`src/inc/pomc_pkg.sv`:
```
// pomc_pkg: register map, field positions and carriers for the proximity
// offset / mask configuration block.
// assumes a byte-wide register port decoded by the serial front end.
package pomc_pkg;
    localparam logic [7:0] ADDR_OFFSET_UR = 8'h9D;
    localparam logic [7:0] ADDR_OFFSET_DL = 8'h9E;
    localparam logic [7:0] ADDR_DIODE_CFG = 8'h9F;
    localparam logic [7:0] RST_OFFSET_UR = 8'h00;
    localparam logic [7:0] RST_OFFSET_DL = 8'h00;
    localparam logic [7:0] RST_DIODE_CFG = 8'h00;
    localparam int SIGN_BIT = 7;
    localparam int BOOST_BIT = 5;
    localparam int SAI_BIT = 4;
    localparam int MASK_UP_BIT = 3;
    localparam int MASK_DOWN_BIT = 2;
    localparam int MASK_LEFT_BIT = 1;
    localparam int MASK_RIGHT_BIT = 0;
    localparam logic [7:0] CFG_WRITABLE = 8'h3F;
    localparam logic [7:0] HALF_SCALE_MAX = 8'h7F;
    localparam logic [7:0] FULL_SCALE_MAX = 8'hFF;

    // one register access from the host side
    typedef struct packed {
        logic       wr;
        logic       rd;
        logic [7:0] addr;
        logic [7:0] wdata;
    } pomc_req_t;

    // settings latched for one proximity cycle
    typedef struct packed {
        logic [7:0] offset_ur;
        logic [7:0] offset_dl;
        logic [3:0] mask_udlr;
        logic       gain_boost;
    } pomc_cfg_t;

    typedef enum logic [2:0] {
        ST_IDLE  = 3'b001,
        ST_CONV  = 3'b010,
        ST_SLEEP = 3'b100
    } pomc_state_t;
endpackage

```
`src/logic/pomc_core.sv`:
```
// pomc_core: offset, mask and gain-boost registers plus the per-cycle
// correction of the proximity result and the sleep-after-interrupt state.
// assumes raw diode samples and cycle strobes come from the analog front end.
`timescale 1ns/100ps
module pomc_core (
    // clock and reset
    input wire logic sys_clk,
    input wire logic srst,
    // register port
    input wire pomc_pkg::pomc_req_t req,
    output logic [7:0] rdata,
    // front end
    input wire logic cycle_start,
    input wire logic cycle_done,
    input wire logic [7:0] raw_up,
    input wire logic [7:0] raw_down,
    input wire logic [7:0] raw_left,
    input wire logic [7:0] raw_right,
    input wire logic irq_level,
    input wire logic sleep_decision,
    // results
    output logic [7:0] proximity_result,
    output logic result_valid,
    output logic low_power,
    output logic converting
);
    logic [7:0] prox_offset_up_right;
    logic [7:0] prox_offset_down_left;
    logic [7:0] proximity_diode_config;
    pomc_pkg::pomc_cfg_t active_cfg;
    pomc_pkg::pomc_state_t state;
    pomc_pkg::pomc_state_t next_state;

    // one address compare per register, shared by write and read paths
    wire sel_ur = req.addr == pomc_pkg::ADDR_OFFSET_UR;
    wire sel_dl = req.addr == pomc_pkg::ADDR_OFFSET_DL;
    wire sel_cfg = req.addr == pomc_pkg::ADDR_DIODE_CFG;
    wire wr_ur = req.wr && sel_ur;
    wire wr_dl = req.wr && sel_dl;
    wire wr_cfg = req.wr && sel_cfg;
    // reserved bits are not stored, so they read as zero
    wire [7:0] cfg_in = req.wdata & pomc_pkg::CFG_WRITABLE;
    // unmapped addresses read as zero
    wire [7:0] next_rdata =
        sel_ur ? prox_offset_up_right :
        sel_dl ? prox_offset_down_left :
        sel_cfg ? proximity_diode_config : 8'h00;

    // snapshot of the settings at cycle start
    pomc_pkg::pomc_cfg_t snap;
    assign snap = '{
        offset_ur: prox_offset_up_right,
        offset_dl: prox_offset_down_left,
        mask_udlr: proximity_diode_config[pomc_pkg::MASK_UP_BIT:pomc_pkg::MASK_RIGHT_BIT],
        gain_boost: proximity_diode_config[pomc_pkg::BOOST_BIT]
    };
    // sleep enable acts at once; it is not part of a conversion's settings
    wire sleep_en = proximity_diode_config[pomc_pkg::SAI_BIT];

    // masked diodes contribute nothing
    wire [7:0] up_s = active_cfg.mask_udlr[pomc_pkg::MASK_UP_BIT] ? 8'h00 : raw_up;
    wire [7:0] dn_s = active_cfg.mask_udlr[pomc_pkg::MASK_DOWN_BIT] ? 8'h00 : raw_down;
    wire [7:0] lf_s = active_cfg.mask_udlr[pomc_pkg::MASK_LEFT_BIT] ? 8'h00 : raw_left;
    wire [7:0] rt_s = active_cfg.mask_udlr[pomc_pkg::MASK_RIGHT_BIT] ? 8'h00 : raw_right;
    // each diode sample is 8 bits, so a pair sum needs 9 bits
    wire [8:0] pair_ur = {1'b0, up_s} + {1'b0, rt_s};
    wire [8:0] pair_dl = {1'b0, dn_s} + {1'b0, lf_s};

    // sign/magnitude offset removal, per pair
    wire ur_neg = active_cfg.offset_ur[pomc_pkg::SIGN_BIT];
    wire dl_neg = active_cfg.offset_dl[pomc_pkg::SIGN_BIT];
    wire [10:0] ur_mag = {4'h0, active_cfg.offset_ur[6:0]};
    wire [10:0] dl_mag = {4'h0, active_cfg.offset_dl[6:0]};
    wire [10:0] ur_base = {2'b00, pair_ur};
    wire [10:0] dl_base = {2'b00, pair_dl};
    // a negative offset adds its magnitude back
    wire [10:0] ur_corr = ur_neg ? ur_base + ur_mag : ur_base - ur_mag;
    wire [10:0] dl_corr = dl_neg ? dl_base + dl_mag : dl_base - dl_mag;
    // negative after subtraction clamps to zero
    wire [10:0] ur_pos = ur_corr[10] ? 11'h000 : ur_corr;
    wire [10:0] dl_pos = dl_corr[10] ? 11'h000 : dl_corr;
    wire [10:0] pair_total = ur_pos + dl_pos;
    // halving scales the two-pair sum; it can still exceed 8 bits, so the result is clamped below
    wire [10:0] sum_pairs = pair_total >> 1;
    // boost doubles the signal
    wire [10:0] boosted = active_cfg.gain_boost ? {sum_pairs[9:0], 1'b0} : sum_pairs;
    // any masked diode halves reach; limit is 127 unless boosted
    wire any_masked = |active_cfg.mask_udlr;
    wire [7:0] limit = (any_masked && !active_cfg.gain_boost)
        ? pomc_pkg::HALF_SCALE_MAX : pomc_pkg::FULL_SCALE_MAX;
    wire [7:0] next_result = (boosted > {3'b000, limit}) ? limit : boosted[7:0];

    // strobes are only honoured in the state that expects them
    wire take_start = state == pomc_pkg::ST_IDLE && cycle_start;
    wire take_done = state == pomc_pkg::ST_CONV && cycle_done;
    wire take_sleep = sleep_decision && sleep_en && irq_level;

    always_comb begin
        next_state = state;
        case (state)
            pomc_pkg::ST_IDLE: begin
                if (take_sleep) begin
                    next_state = pomc_pkg::ST_SLEEP;
                end else if (cycle_start) begin
                    next_state = pomc_pkg::ST_CONV;
                end
            end
            pomc_pkg::ST_CONV: begin
                if (cycle_done) begin
                    next_state = pomc_pkg::ST_IDLE;
                end
            end
            pomc_pkg::ST_SLEEP: begin
                if (!irq_level) begin
                    next_state = pomc_pkg::ST_IDLE;
                end
            end
            default: next_state = pomc_pkg::ST_IDLE;
        endcase
    end

    // offsets are stored whole; the sign rides in bit 7
    always_ff @(posedge sys_clk) begin
        if (srst) begin
            prox_offset_up_right <= pomc_pkg::RST_OFFSET_UR;
        end else if (wr_ur) begin
            prox_offset_up_right <= req.wdata;
        end
    end

    always_ff @(posedge sys_clk) begin
        if (srst) begin
            prox_offset_down_left <= pomc_pkg::RST_OFFSET_DL;
        end else if (wr_dl) begin
            prox_offset_down_left <= req.wdata;
        end
    end

    always_ff @(posedge sys_clk) begin
        if (srst) begin
            proximity_diode_config <= pomc_pkg::RST_DIODE_CFG;
        end else if (wr_cfg) begin
            proximity_diode_config <= cfg_in;
        end
    end

    // a write in the start cycle lands only in the next cycle
    always_ff @(posedge sys_clk) begin
        if (srst) begin
            active_cfg <= '0;
        end else if (take_start) begin
            active_cfg <= snap;
        end
    end

    // one-hot state register
    always_ff @(posedge sys_clk) begin
        if (srst) begin
            state <= pomc_pkg::ST_IDLE;
        end else begin
            state <= next_state;
        end
    end

    always_ff @(posedge sys_clk) begin
        if (srst) begin
            result_valid <= 1'b0;
        end else begin
            result_valid <= take_done;
        end
    end

    // result holds until the next conversion ends
    always_ff @(posedge sys_clk) begin
        if (srst) begin
            proximity_result <= 8'h00;
        end else if (take_done) begin
            proximity_result <= next_result;
        end
    end

    // read data holds until the next read strobe
    always_ff @(posedge sys_clk) begin
        if (srst) begin
            rdata <= 8'h00;
        end else if (req.rd) begin
            rdata <= next_rdata;
        end
    end

    // registered from next_state so the pin changes with the state
    always_ff @(posedge sys_clk) begin
        if (srst) begin
            low_power <= 1'b0;
        end else begin
            low_power <= next_state == pomc_pkg::ST_SLEEP;
        end
    end

    // converting mirrors the state for the front end
    always_ff @(posedge sys_clk) begin
        if (srst) begin
            converting <= 1'b0;
        end else begin
            converting <= next_state == pomc_pkg::ST_CONV;
        end
    end
endmodule

```
`config.mk`:
```
export PLATFORM = sky130hd
export DESIGN_NAME = pomc_core
export DESIGN_NICKNAME = d
export VERILOG_FILES = /design/src/inc/pomc_pkg.sv /design/src/logic/pomc_core.sv
export SDC_FILE = /design/constraint.sdc
export NUM_CORES = 1
export LEC_CHECK = 0
export BUFFER_PORTS_ARGS = -buffer_cell sky130_fd_sc_hd__buf_2
export CAP_MARGIN = 10
export CORE_MARGIN = 3
export CORE_UTILIZATION = 38
export CTS_BUF_LIST = sky130_fd_sc_hd__clkbuf_8
export DETAILED_ROUTE_END_ITERATION = 6
export SYNTH_ARGS = -nofsm -noshare
export SYNTH_HDL_FRONTEND = slang
export SYNTH_SLANG_ARGS = --single-unit
```
`constraint.sdc`:
```
create_clock -name sys_clk -period 22.4 [get_ports sys_clk]
set_clock_uncertainty 0.1 [all_clocks]
set_input_delay 3.36 -clock sys_clk [delete_from_list [all_inputs] [get_ports sys_clk]]
set_output_delay 3.36 -clock sys_clk [all_outputs]
set_load 0.005 [all_outputs]
```
==> results.yml, run 1 <==
clocking:
  post-cts-setup-buffer-count: 0
  tritoncts_num_sinks: 65
  cts_hold_buf: 0
  worst_setup_hold_path_clk_slew_ns: 0.07
  clock_latency_ns: 0.35
  clk_path_buf_depth: 2
  clock_tree.root_cell: "sky130_fd_sc_hd__clkbuf_8"
  cts_made_buffers: 9
  cts.htree.levels: 3
  cts_repair_resize_count: 0
  tritoncts_clock_tree: "yes"
floorplanning:
  start_util: 0.395
  rows: 42
  core_sq_um: 13500
  floorplan.die_area_sq_um: 15400
  fp.dieW_um: 124
  pin_count: 75
  die-height_um: 124
setup_path:
  crit_family: "compound AO/OA/AOI/OAI gates"
  r2r.worst_path.cells: 34
  worst-setup-path-type: "primary input to register"
  slowest_stage: "sky130_fd_sc_hd__a2111oi_1"
  required_ns: 22.48
  crit_start: "raw_down[0]"
  worstPathArrival_ns: 10.61
  r2r_setup_slack_ns: 14.46
  worst-path-buf-inv: 3
  critical-path-max-stage-delay_ns: 0.50
  reg2reg_from: "active_cfg[3]$_SDFFE_PP0P_"
  critPathMostFrequentCell: "sky130_fd_sc_hd__a21oi_1"
  worstSetupEndpoint: "proximity_result[0]$_SDFFE_PP0P_"
  start_kind: "primary input"
  critical_path_peak_fanout: 7
  rr_endpoint: "proximity_result[0]$_SDFFE_PP0P_"
  cp_num_cells: 35
  endpoint_type_of_the_worst_setup_path: "register"
global_route:
  grt_pass1_vias: 4782
  grt_remaining_overflow: 0
  grt_usage: 0.172
  grt_max_degree: 66
  antenna_found_initial: 0
  grt_first_pass_wirelength_mm: 22.5
timing:
  slew-limit-headroom: 0.312
  final-hold-violation-count: 0
  grt_setup_unrepaired: "no"
  finalWorstPathRequiredPeriod_ns: 10.53
  finalCritPeriodShare: 0.470
  tns_ns: 0
  timing_max_transition_violations_final: 0
  setup_viol: 0
  timing_worst_slew_pin_value_ns: 1.03
  fmax_mhz: 95.0
  layout_setup_ws_ns: 11.87
layout:
  antenna_cells: 0
  multi_input_comb_area_sq_um: 3750
  design_area_sq_um: 5980
  instances_no_fill: 953
  num-nets-final: 890
  fillers: 1427
  most-common-layout-cells: "sky130_fd_sc_hd__nand2_1, sky130_fd_sc_hd__a21oi_1, sky130_fd_sc_hd__buf_2"
  mostFrequentLayoutCell: "sky130_fd_sc_hd__nand2_1"
  sequential_cell_area_sq_um: 1300
  flow.area_growth_from_synthesis_pct: 12.6
  post_route_cells_drive_above_1_share: 0.131
synth:
  synthesis.instances: 715
  yosys-top-cells-area: "sky130_fd_sc_hd__dfxtp_1, sky130_fd_sc_hd__ha_1, sky130_fd_sc_hd__a21oi_1, sky130_fd_sc_hd__nand2_1, sky130_fd_sc_hd__nor2_1"
  avgSynthCellArea_sq_um: 7.43
  synth_nets: 832
  synth_largest_area_cell: "sky130_fd_sc_hd__dfxtp_1"
  synth.yosys.seq_area_share: 0.245
  synthArstFlopShare: 0
  synth-main-ff-cell: "sky130_fd_sc_hd__dfxtp_1"
  synth.top_cell.area_share: 0.245
  synth_enable_flop_cells: 0
  synth_warnings: 0
  synth_cell_types: 61
  synth-seq-cells: 65
  synth_area_sq_um: 5310
routing:
  detailedRoute.firstIterationViolations: 206
  wl_mm: 13.5
  routed-via-count: 5037
  vias_per_cell: 5.29
  ant_nets: 0
  drt_pre_antenna_iters: 5
  post_drt_wl_per_cell_um: 14.2
  remaining_drc_errors: 0
status:
  status: "finished, final reports clean"
pwr:
  power_leakage_nw: 2.45
  total_switching_power_w: 0.000193
  vdd_ir_drop_max_v: 0.0000392
  clkPwrFrac: 0.195
  power.share.switching: 0.427
  fraction_of_power_consumed_by_combinational_cells: 0.544
  total_power_draw_w: 0.000452
  power_density_nw_per_um2: 75.5
  p_int_w: 0.000259
  sequentialPowerShare: 0.261
placement:
  gp_congestion: 0.882
  pre_cts_ws_ns: 11.54
  place.port_buffers: 74
  number_of_placed_cells_counting_well_taps: 938
  placed_cell_area_sq_um: 5810
  half_perimeter_wire_length_after_detailed_placement_mm: 10.6
min_path:
  timing.hold.worst.class: "register to register"
job:
  maxCapViolCount: 0
-- state kept, by name, summed over array words and instances, names as in the netlist --
register,cells
prox_offset_up_right,8
rdata,8
prox_offset_down_left,8
proximity_diode_config,6
active_cfg,21
converting,1
state,3
result_valid,1
low_power,1
proximity_result,8
-- cell usage after synthesis, types with 3 or more instances --
cell / instances
sky130_fd_sc_hd__nand3_1: 34
sky130_fd_sc_hd__ha_1: 54
sky130_fd_sc_hd__a211o_1: 3
sky130_fd_sc_hd__a21o_1: 12
sky130_fd_sc_hd__a21oi_1: 92
sky130_fd_sc_hd__nand4_1: 3
sky130_fd_sc_hd__clkbuf_1: 27
sky130_fd_sc_hd__fa_1: 7
sky130_fd_sc_hd__a22oi_1: 3
sky130_fd_sc_hd__nand2b_1: 11
sky130_fd_sc_hd__dfxtp_1: 65
sky130_fd_sc_hd__o21bai_1: 13
sky130_fd_sc_hd__mux2i_1: 5
sky130_fd_sc_hd__nor2b_1: 34
sky130_fd_sc_hd__xor2_1: 9
sky130_fd_sc_hd__o21a_1: 3
sky130_fd_sc_hd__a211oi_1: 14
sky130_fd_sc_hd__mux2_2: 3
sky130_fd_sc_hd__o21ai_0: 15
sky130_fd_sc_hd__nor3_1: 16
sky130_fd_sc_hd__a31oi_1: 4
sky130_fd_sc_hd__xnor2_1: 20
sky130_fd_sc_hd__nand2_1: 102
sky130_fd_sc_hd__inv_1: 42
sky130_fd_sc_hd__nor3b_1: 4
sky130_fd_sc_hd__nand3b_1: 3
sky130_fd_sc_hd__o211ai_1: 5
sky130_fd_sc_hd__and3_1: 5
sky130_fd_sc_hd__and4_1: 3
sky130_fd_sc_hd__nor2_1: 68
-- through the flow --
step	util	hold slack [ns]
final	0.445	0.367
after global routing	0.445	0.385
after CTS	0.445	0.371
after detailed placement	0.432	0.363
after global placement	0.432	0.359
after floorplan	-	0.345
-- cell type report --
| type | count | area share |
|---|---|---|
| multi-input cells | 579 | 0.626 |
| flip-flops and latches | 65 | 0.218 |
| repair buffers | 76 | 0.0644 |
| well taps | 176 | 0.0368 |
| inverters | 42 | 0.0264 |
| clock buffers | 10 | 0.0230 |
| clock inverters | 5 | 0.00544 |
-- worst min-delay path, cell delays in order, from the launching register on --
cell,delay (ns)
sky130_fd_sc_hd__dfxtp_1,0.32
sky130_fd_sc_hd__nand2_1,0.06
sky130_fd_sc_hd__a21oi_1,0.05
-- layer usage --
metal,GRT usage,up-vias,part of all wire
li1,-,2605,-
met1,0.229,2333,0.48
met2,0.293,88,0.48
met3,0.0339,11,0.037
met4,0.0316,0,0.0066
met5,0,-,0
-- power by group through the flow --
| stage | clock network, W | registers (W) | logic [W] |
|---|---|---|---|
| after floorplan | 0 | 0.000120 | 0.000194 |
| final | 0.0000882 | 0.000118 | 0.000246 |
| after global routing | 0.0000976 | 0.000118 | 0.000279 |
| after CTS | 0.0000914 | 0.000118 | 0.000244 |
| after detailed placement | 0 | 0.000120 | 0.000243 |
| after global placement | 0 | 0.000120 | 0.000240 |
-- logic make-up (layout without fill, tap and decap cells) --
group | Yosys count | in the layout | share of synthesized area
flip-flops | 65 | 65 | 0.245
adder cells (fa/ha/maj) | 61 | 61 | 0.154
AO/OA/AOI/OAI | 185 | 185 | 0.223
AND/OR/NAND/NOR | 295 | 295 | 0.262
multiplexers | 9 | 9 | 0.0186
buffers and inverters | 71 | 133 | 0.0507
XOR/XNOR | 29 | 29 | 0.0478
-- worst min path at each step --
stage	end	cells past startpoint	slack, ns	from
2_1_floorplan	active_cfg[11]$_SDFFE_PP0P_	2	0.34	prox_offset_down_left[6]$_SDFFE_PP0P_
3_3_place_gp	active_cfg[9]$_SDFFE_PP0P_	2	0.36	prox_offset_down_left[4]$_SDFFE_PP0P_
3_5_place_dp	proximity_diode_config[2]$_SDFFE_PP0P_	2	0.36	proximity_diode_config[2]$_SDFFE_PP0P_
4_1_cts	active_cfg[1]$_SDFFE_PP0P_	2	0.37	proximity_diode_config[0]$_SDFFE_PP0P_
5_1_grt	proximity_diode_config[2]$_SDFFE_PP0P_	2	0.39	proximity_diode_config[2]$_SDFFE_PP0P_
6_report	active_cfg[1]$_SDFFE_PP0P_	2	0.37	proximity_diode_config[0]$_SDFFE_PP0P_
Power figures use the tool's default switching activity.
==> inputs of run 2 (changes only) <==
- clock period: 22.4 -> 8.9 ns (I/O delays scaled with it)
==> run 2 against run 1 <==
  * Sequential share of layout area decreased by 0.082 points
  * Via count grew 1.2%
  * Register-to-register slack got worse by 13 ns
  * Sequential power rose to 2.5 times the previous value
  * Worst setup slack lost 11 ns
  * Core utilization increased by 0.17 points
  * Clock power grew to 2.6 times the previous value
  * Final area up 0.38%
  * Hold slack improved by 0.0032 ns
  * Non-clock buffer count stayed put
  * Largest cell class unchanged
==> results.yml, run 2 (same netlist as run 1, synthesis figures left out) <==
status:
  status: "finished, final reports clean"
layout:
  flow.area_growth_from_synthesis_pct: 13.1
  design_area_sq_um: 6000
  top_register: "active_cfg"
  mostFrequentLayoutCell: "sky130_fd_sc_hd__nand2_1"
  post_route_cells_drive_above_1_share: 0.135
  largest_register_ff_count: 21
  most-common-layout-cells: "sky130_fd_sc_hd__nand2_1, sky130_fd_sc_hd__a21oi_1, sky130_fd_sc_hd__buf_2"
  antenna_cells: 0
  num-nets-final: 890
floorplanning:
  die-height_um: 124
  core_sq_um: 13500
  fp.dieW_um: 124
  floorplan.die_area_sq_um: 15400
  pin_count: 75
  start_util: 0.395
  rows: 42
setup_path:
  endpoint_type_of_the_worst_setup_path: "register"
  worstPathArrival_ns: 8.39
  worst-path-buf-inv: 3
  start_kind: "primary input"
  crit_family: "compound AO/OA/AOI/OAI gates"
  slowest_stage: "sky130_fd_sc_hd__fa_1"
  critical-path-max-stage-delay_ns: 0.47
  required_ns: 8.99
  critical_path_peak_fanout: 7
  worst-setup-path-type: "primary input to register"
  critPathMostFrequentCell: "sky130_fd_sc_hd__a21oi_1"
routing:
  routed-via-count: 5098
  ant_nets: 0
  post_drt_wl_per_cell_um: 14.2
  remaining_drc_errors: 0
  detailedRoute.firstIterationViolations: 216
  vias_per_cell: 5.34
  wl_mm: 13.5
  drt_pre_antenna_iters: 6
pwr:
  sequentialPowerShare: 0.257
  power_density_nw_per_um2: 192
  p_int_w: 0.000661
  fraction_of_power_consumed_by_combinational_cells: 0.541
  clkPwrFrac: 0.201
  total_power_draw_w: 0.00115
  vdd_ir_drop_max_v: 0.0000961
  power_leakage_nw: 2.46
  power.share.switching: 0.426
  total_switching_power_w: 0.000490
timing:
  fmax_mhz: 120
  slew-limit-headroom: 0.278
  finalCritPeriodShare: 0.933
  timing_worst_slew_pin_value_ns: 1.08
  smallest_hold_slack_ns: 0.370
  tns_ns: 0
  grt_setup_unrepaired: "no"
  timing_max_transition_violations_final: 0
  setup_viol: 0
  finalWorstPathRequiredPeriod_ns: 8.30
  final-hold-violation-count: 0
clocking:
  worst_setup_hold_path_clk_slew_ns: 0.08
  clk_path_buf_depth: 2
  tritoncts_num_sinks: 65
  tritoncts_clock_tree: "yes"
  clock_latency_ns: 0.35
  post-cts-setup-buffer-count: 0
  clock_tree.root_cell: "sky130_fd_sc_hd__clkbuf_8"
  cts.htree.levels: 3
  cts_made_buffers: 9
global_route:
  grt_first_pass_wirelength_mm: 22.8
  grt_max_degree: 66
  grt_remaining_overflow: 0
  grt_pass1_vias: 4818
  antenna_found_initial: 0
  grt_usage: 0.174
job:
  maxCapViolCount: 0
min_path:
  timing.hold.worst.class: "register to register"
placement:
  half_perimeter_wire_length_after_detailed_placement_mm: 10.6
  gp_congestion: 0.882
  placed_cell_area_sq_um: 5810
  place.port_buffers: 74
[run 2: stage by stage]
step | instances | setup WS (ns) | util
after floorplan | 715 | 0.999 | -
after global placement | 938 | 0.328 | 0.432
after detailed placement | 938 | 0.0909 | 0.432
after CTS | 954 | 0.427 | 0.445
after global routing | 954 | 0.0349 | 0.446
final | 954 | 0.597 | 0.446
[run 2: worst reg2reg max path, delay by kind of cell (launching register included)]
family,cells,cell delay [ns]
AOI/OAI and AO/OA,15,3.20
xor gates and xnor gates,2,0.34
adders and majority gates,5,1.70
buffers and inverters,2,0.10
DFF,1,0.45
muxes,1,0.29
and+or+nand+nor,9,1.37
[run 2: final timing paths]
| check | from | endpoint | slack, ns | depth (start not counted) |
|---|---|---|---|---|
| max reg2reg | active_cfg[3]$_SDFFE_PP0P_ | proximity_result[0]$_SDFFE_PP0P_ | 1.16 | 34 |
| max | raw_down[0] | proximity_result[0]$_SDFFE_PP0P_ | 0.60 | 35 |
| min reg2reg | proximity_diode_config[2]$_SDFFE_PP0P_ | active_cfg[3]$_SDFFE_PP0P_ | 0.37 | 2 |
| min | proximity_diode_config[2]$_SDFFE_PP0P_ | active_cfg[3]$_SDFFE_PP0P_ | 0.37 | 2 |
[run 2: timing repair]
action	in CTS	in global routing
resized for setup	0	3
hold buffers	0	0
setup endpoints to repair	0	8
[run 2: power by group through the flow]
stage | sequential [W] | combinational, W | clock [W]
after floorplan | 0.000303 | 0.000487 | 0
after detailed placement | 0.000303 | 0.000612 | 0
after global placement | 0.000303 | 0.000604 | 0
after global routing | 0.000297 | 0.000702 | 0.000255
final | 0.000297 | 0.000623 | 0.000232
after CTS | 0.000297 | 0.000616 | 0.000240
[run 2: area by class of cell]
cell class,count,area [sq um]
fill,1420,7450
multi-input combinational,579,3760
sequential,65,1300
timing repair buffer,76,385
tap,176,220
inverter,42,158
clock buffer,11,151
clock inverter,5,31.3
[run 2: metal layers]
metal	wire length (um)	global-route usage	up-vias
met1	6270	0.229	2379
met3	562	0.0309	11
met4	115	0.0329	0
met2	6570	0.301	104
li1	-	-	2604
met5	0	0	-
==> inputs of run 3 (changes only) <==
- CELL_PAD_IN_SITES_DETAIL_PLACEMENT: not set -> 1
- CELL_PAD_IN_SITES_GLOBAL_PLACEMENT: not set -> 2
- CORE_UTILIZATION: 38 -> 31
- PLACE_DENSITY_LB_ADDON: not set -> 0.1
==> run 3 against run 2 <==
  * Critical path depth unchanged
  * Routed wire length up 19%
  * Largest cell class unchanged
  * Core utilization down 7.9 points
  * Final cell count up 5.3%
  * Sequential power about the same
  * Register-to-register slack better by 0.26 ns
  * Die area up 21%
  * Worst setup slack better by 0.25 ns
  * Flip-flop and latch count unchanged
  * Clock-buffer cell count down 1
  * First-iteration DRC count down 16%
==> results.yml, run 3 (same netlist as run 1, synthesis figures left out) <==
status:
  status: "finished, final reports clean"
placement:
  half_perimeter_wire_length_after_detailed_placement_mm: 13.0
  placed_cell_area_sq_um: 5930
  place.port_buffers: 74
  gp_congestion: 0.858
floorplanning:
  fp.dieW_um: 137
  pin_count: 75
  die-height_um: 137
  rows: 47
  floorplan.die_area_sq_um: 18700
  start_util: 0.318
  core_sq_um: 16700
clocking:
  clock_latency_ns: 0.36
  cts_repair_resize_count: 0
  post-cts-setup-buffer-count: 0
  clock_tree.root_cell: "sky130_fd_sc_hd__clkbuf_8"
  cts_hold_buf: 0
  clk_path_buf_depth: 2
  tritoncts_num_sinks: 65
  tritoncts_clock_tree: "yes"
  worst_setup_hold_path_clk_slew_ns: 0.08
  cts.htree.levels: 3
  cts_made_buffers: 9
routing:
  drt_pre_antenna_iters: 4
  wl_met1_mm: 7.65
  wl_mm: 16.1
  post_drt_wl_per_cell_um: 16.0
  met2_length_mm: 7.83
  detailedRoute.firstIterationViolations: 182
  wl_met3_um: 444
  vias_per_cell: 5.10
  ant_nets: 0
  routed-via-count: 5126
  top_signal_layer_used: "met4"
  remaining_drc_errors: 0
pwr:
  power_density_nw_per_um2: 200
  power_leakage_nw: 2.51
  vdd_ir_drop_max_v: 0.0000886
layout:
  sequential_cell_area_sq_um: 1300
  num-nets-final: 898
  design_area_sq_um: 6130
  top_register: "active_cfg"
  largest_register_ff_count: 21
  most-common-layout-cells: "sky130_fd_sc_hd__nand2_1, sky130_fd_sc_hd__a21oi_1, sky130_fd_sc_hd__buf_2"
  mostFrequentLayoutCell: "sky130_fd_sc_hd__nand2_1"
  post_route_cells_drive_above_1_share: 0.144
  multi_input_comb_area_sq_um: 3760
  antenna_cells: 0
  fillers: 2103
  flow.area_growth_from_synthesis_pct: 15.5
setup_path:
  r2r.worst_path.cells: 33
  worst-setup-path-type: "primary input to register"
  worstPathArrival_ns: 8.16
  critical_path_peak_fanout: 7
  critical-path-max-stage-delay_ns: 0.42
  required_ns: 9.00
  endpoint_type_of_the_worst_setup_path: "register"
  slowest_stage: "sky130_fd_sc_hd__a2111oi_2"
  start_kind: "primary input"
min_path:
  timing.hold.worst.class: "register to register"
  hold_path_depth: 2
global_route:
  antenna_found_initial: 0
  grt_pass1_vias: 5435
  grt_first_pass_wirelength_mm: 26.9
  grt_remaining_overflow: 0
  grt_usage: 0.179
  grt_max_degree: 66
timing:
  timing_max_transition_violations_final: 0
  timing_worst_slew_pin_value_ns: 0.810
  slew-limit-headroom: 0.458
  tns_ns: 0
  grt_setup_unrepaired: "no"
  final-hold-violation-count: 0
  finalCritPeriodShare: 0.905
  setup_viol: 0
  smallest_hold_slack_ns: 0.376
  finalWorstPathRequiredPeriod_ns: 8.06
  fmax_mhz: 124
job:
  maxCapViolCount: 0
[run 3: cell types whose count changed in the layout (fill, tap and decap cells not counted)]
| cell | change |
|---|---|
| sky130_fd_sc_hd__clkinv_2 | +1 |
| sky130_fd_sc_hd__clkinv_4 | +1 |
| sky130_fd_sc_hd__nor2_2 | -2 |
| sky130_fd_sc_hd__nor2_1 | +2 |
| sky130_fd_sc_hd__bufinv_16 | +1 |
| sky130_fd_sc_hd__a21oi_1 | -2 |
| sky130_fd_sc_hd__inv_1 | -1 |
| sky130_fd_sc_hd__clkbuf_8 | -1 |
| sky130_fd_sc_hd__a21oi_2 | +2 |
| sky130_fd_sc_hd__buf_4 | +8 |
| sky130_fd_sc_hd__clkinvlp_4 | -2 |
[run 3: where the power goes]
group | switching (W) | total [W] | internal (W) | leakage (nW)
registers | 0.00000222 | 0.000297 | 0.000294 | 0.526
clock network | 0.000117 | 0.000252 | 0.000135 | 0.104
logic | 0.000407 | 0.000677 | 0.000269 | 1.88
[run 3: critical path, delay by kind of cell]
kind / cells / cell delay, ns
xor+xnor: 2 / 0.39
compound gates: 15 / 2.94
simple gates: 9 / 1.36
fa+ha+maj: 5 / 1.63
mux: 1 / 0.29
buf+inv: 3 / 0.17
[run 3: through the flow]
stage,utilization,power (W),setup WS (ns),std cells
2_1_floorplan,-,0.000790,0.999,715
3_3_place_gp,0.355,0.000964,0.329,990
3_5_place_dp,0.355,0.000975,0.0787,990
4_1_cts,0.366,0.00124,0.447,1005
5_1_grt,0.367,0.00133,0.0847,1005
6_report,0.367,0.00123,0.844,1005
[run 3: layer usage]
layer,vias to the layer above,GRT usage
li1,2608,-
met1,2437,0.225
met2,68,0.324
met3,13,0.0309
met4,0,0.0294
met5,-,0
[run 3: path summary, 6_finish.rpt]
check,slack (ns),to,from
worst min-delay path,0.38,rdata[5]$_SDFFE_PP0P_,rdata[5]$_SDFFE_PP0P_
worst min register to register,0.38,rdata[5]$_SDFFE_PP0P_,rdata[5]$_SDFFE_PP0P_
worst max-delay path,0.84,proximity_result[0]$_SDFFE_PP0P_,raw_down[0]
worst max register to register,1.42,proximity_result[0]$_SDFFE_PP0P_,active_cfg[1]$_SDFFE_PP0P_
[run 3: layout make-up]
| cell class | count | share of cell area |
|---|---|---|
| sequential | 65 | 0.212 |
| tap | 220 | 0.0449 |
| timing repair buffer | 84 | 0.0726 |
| clock buffer | 10 | 0.0224 |
| clock inverter | 5 | 0.00918 |
| multi-input combinational | 579 | 0.613 |
| inverter | 42 | 0.0257 |
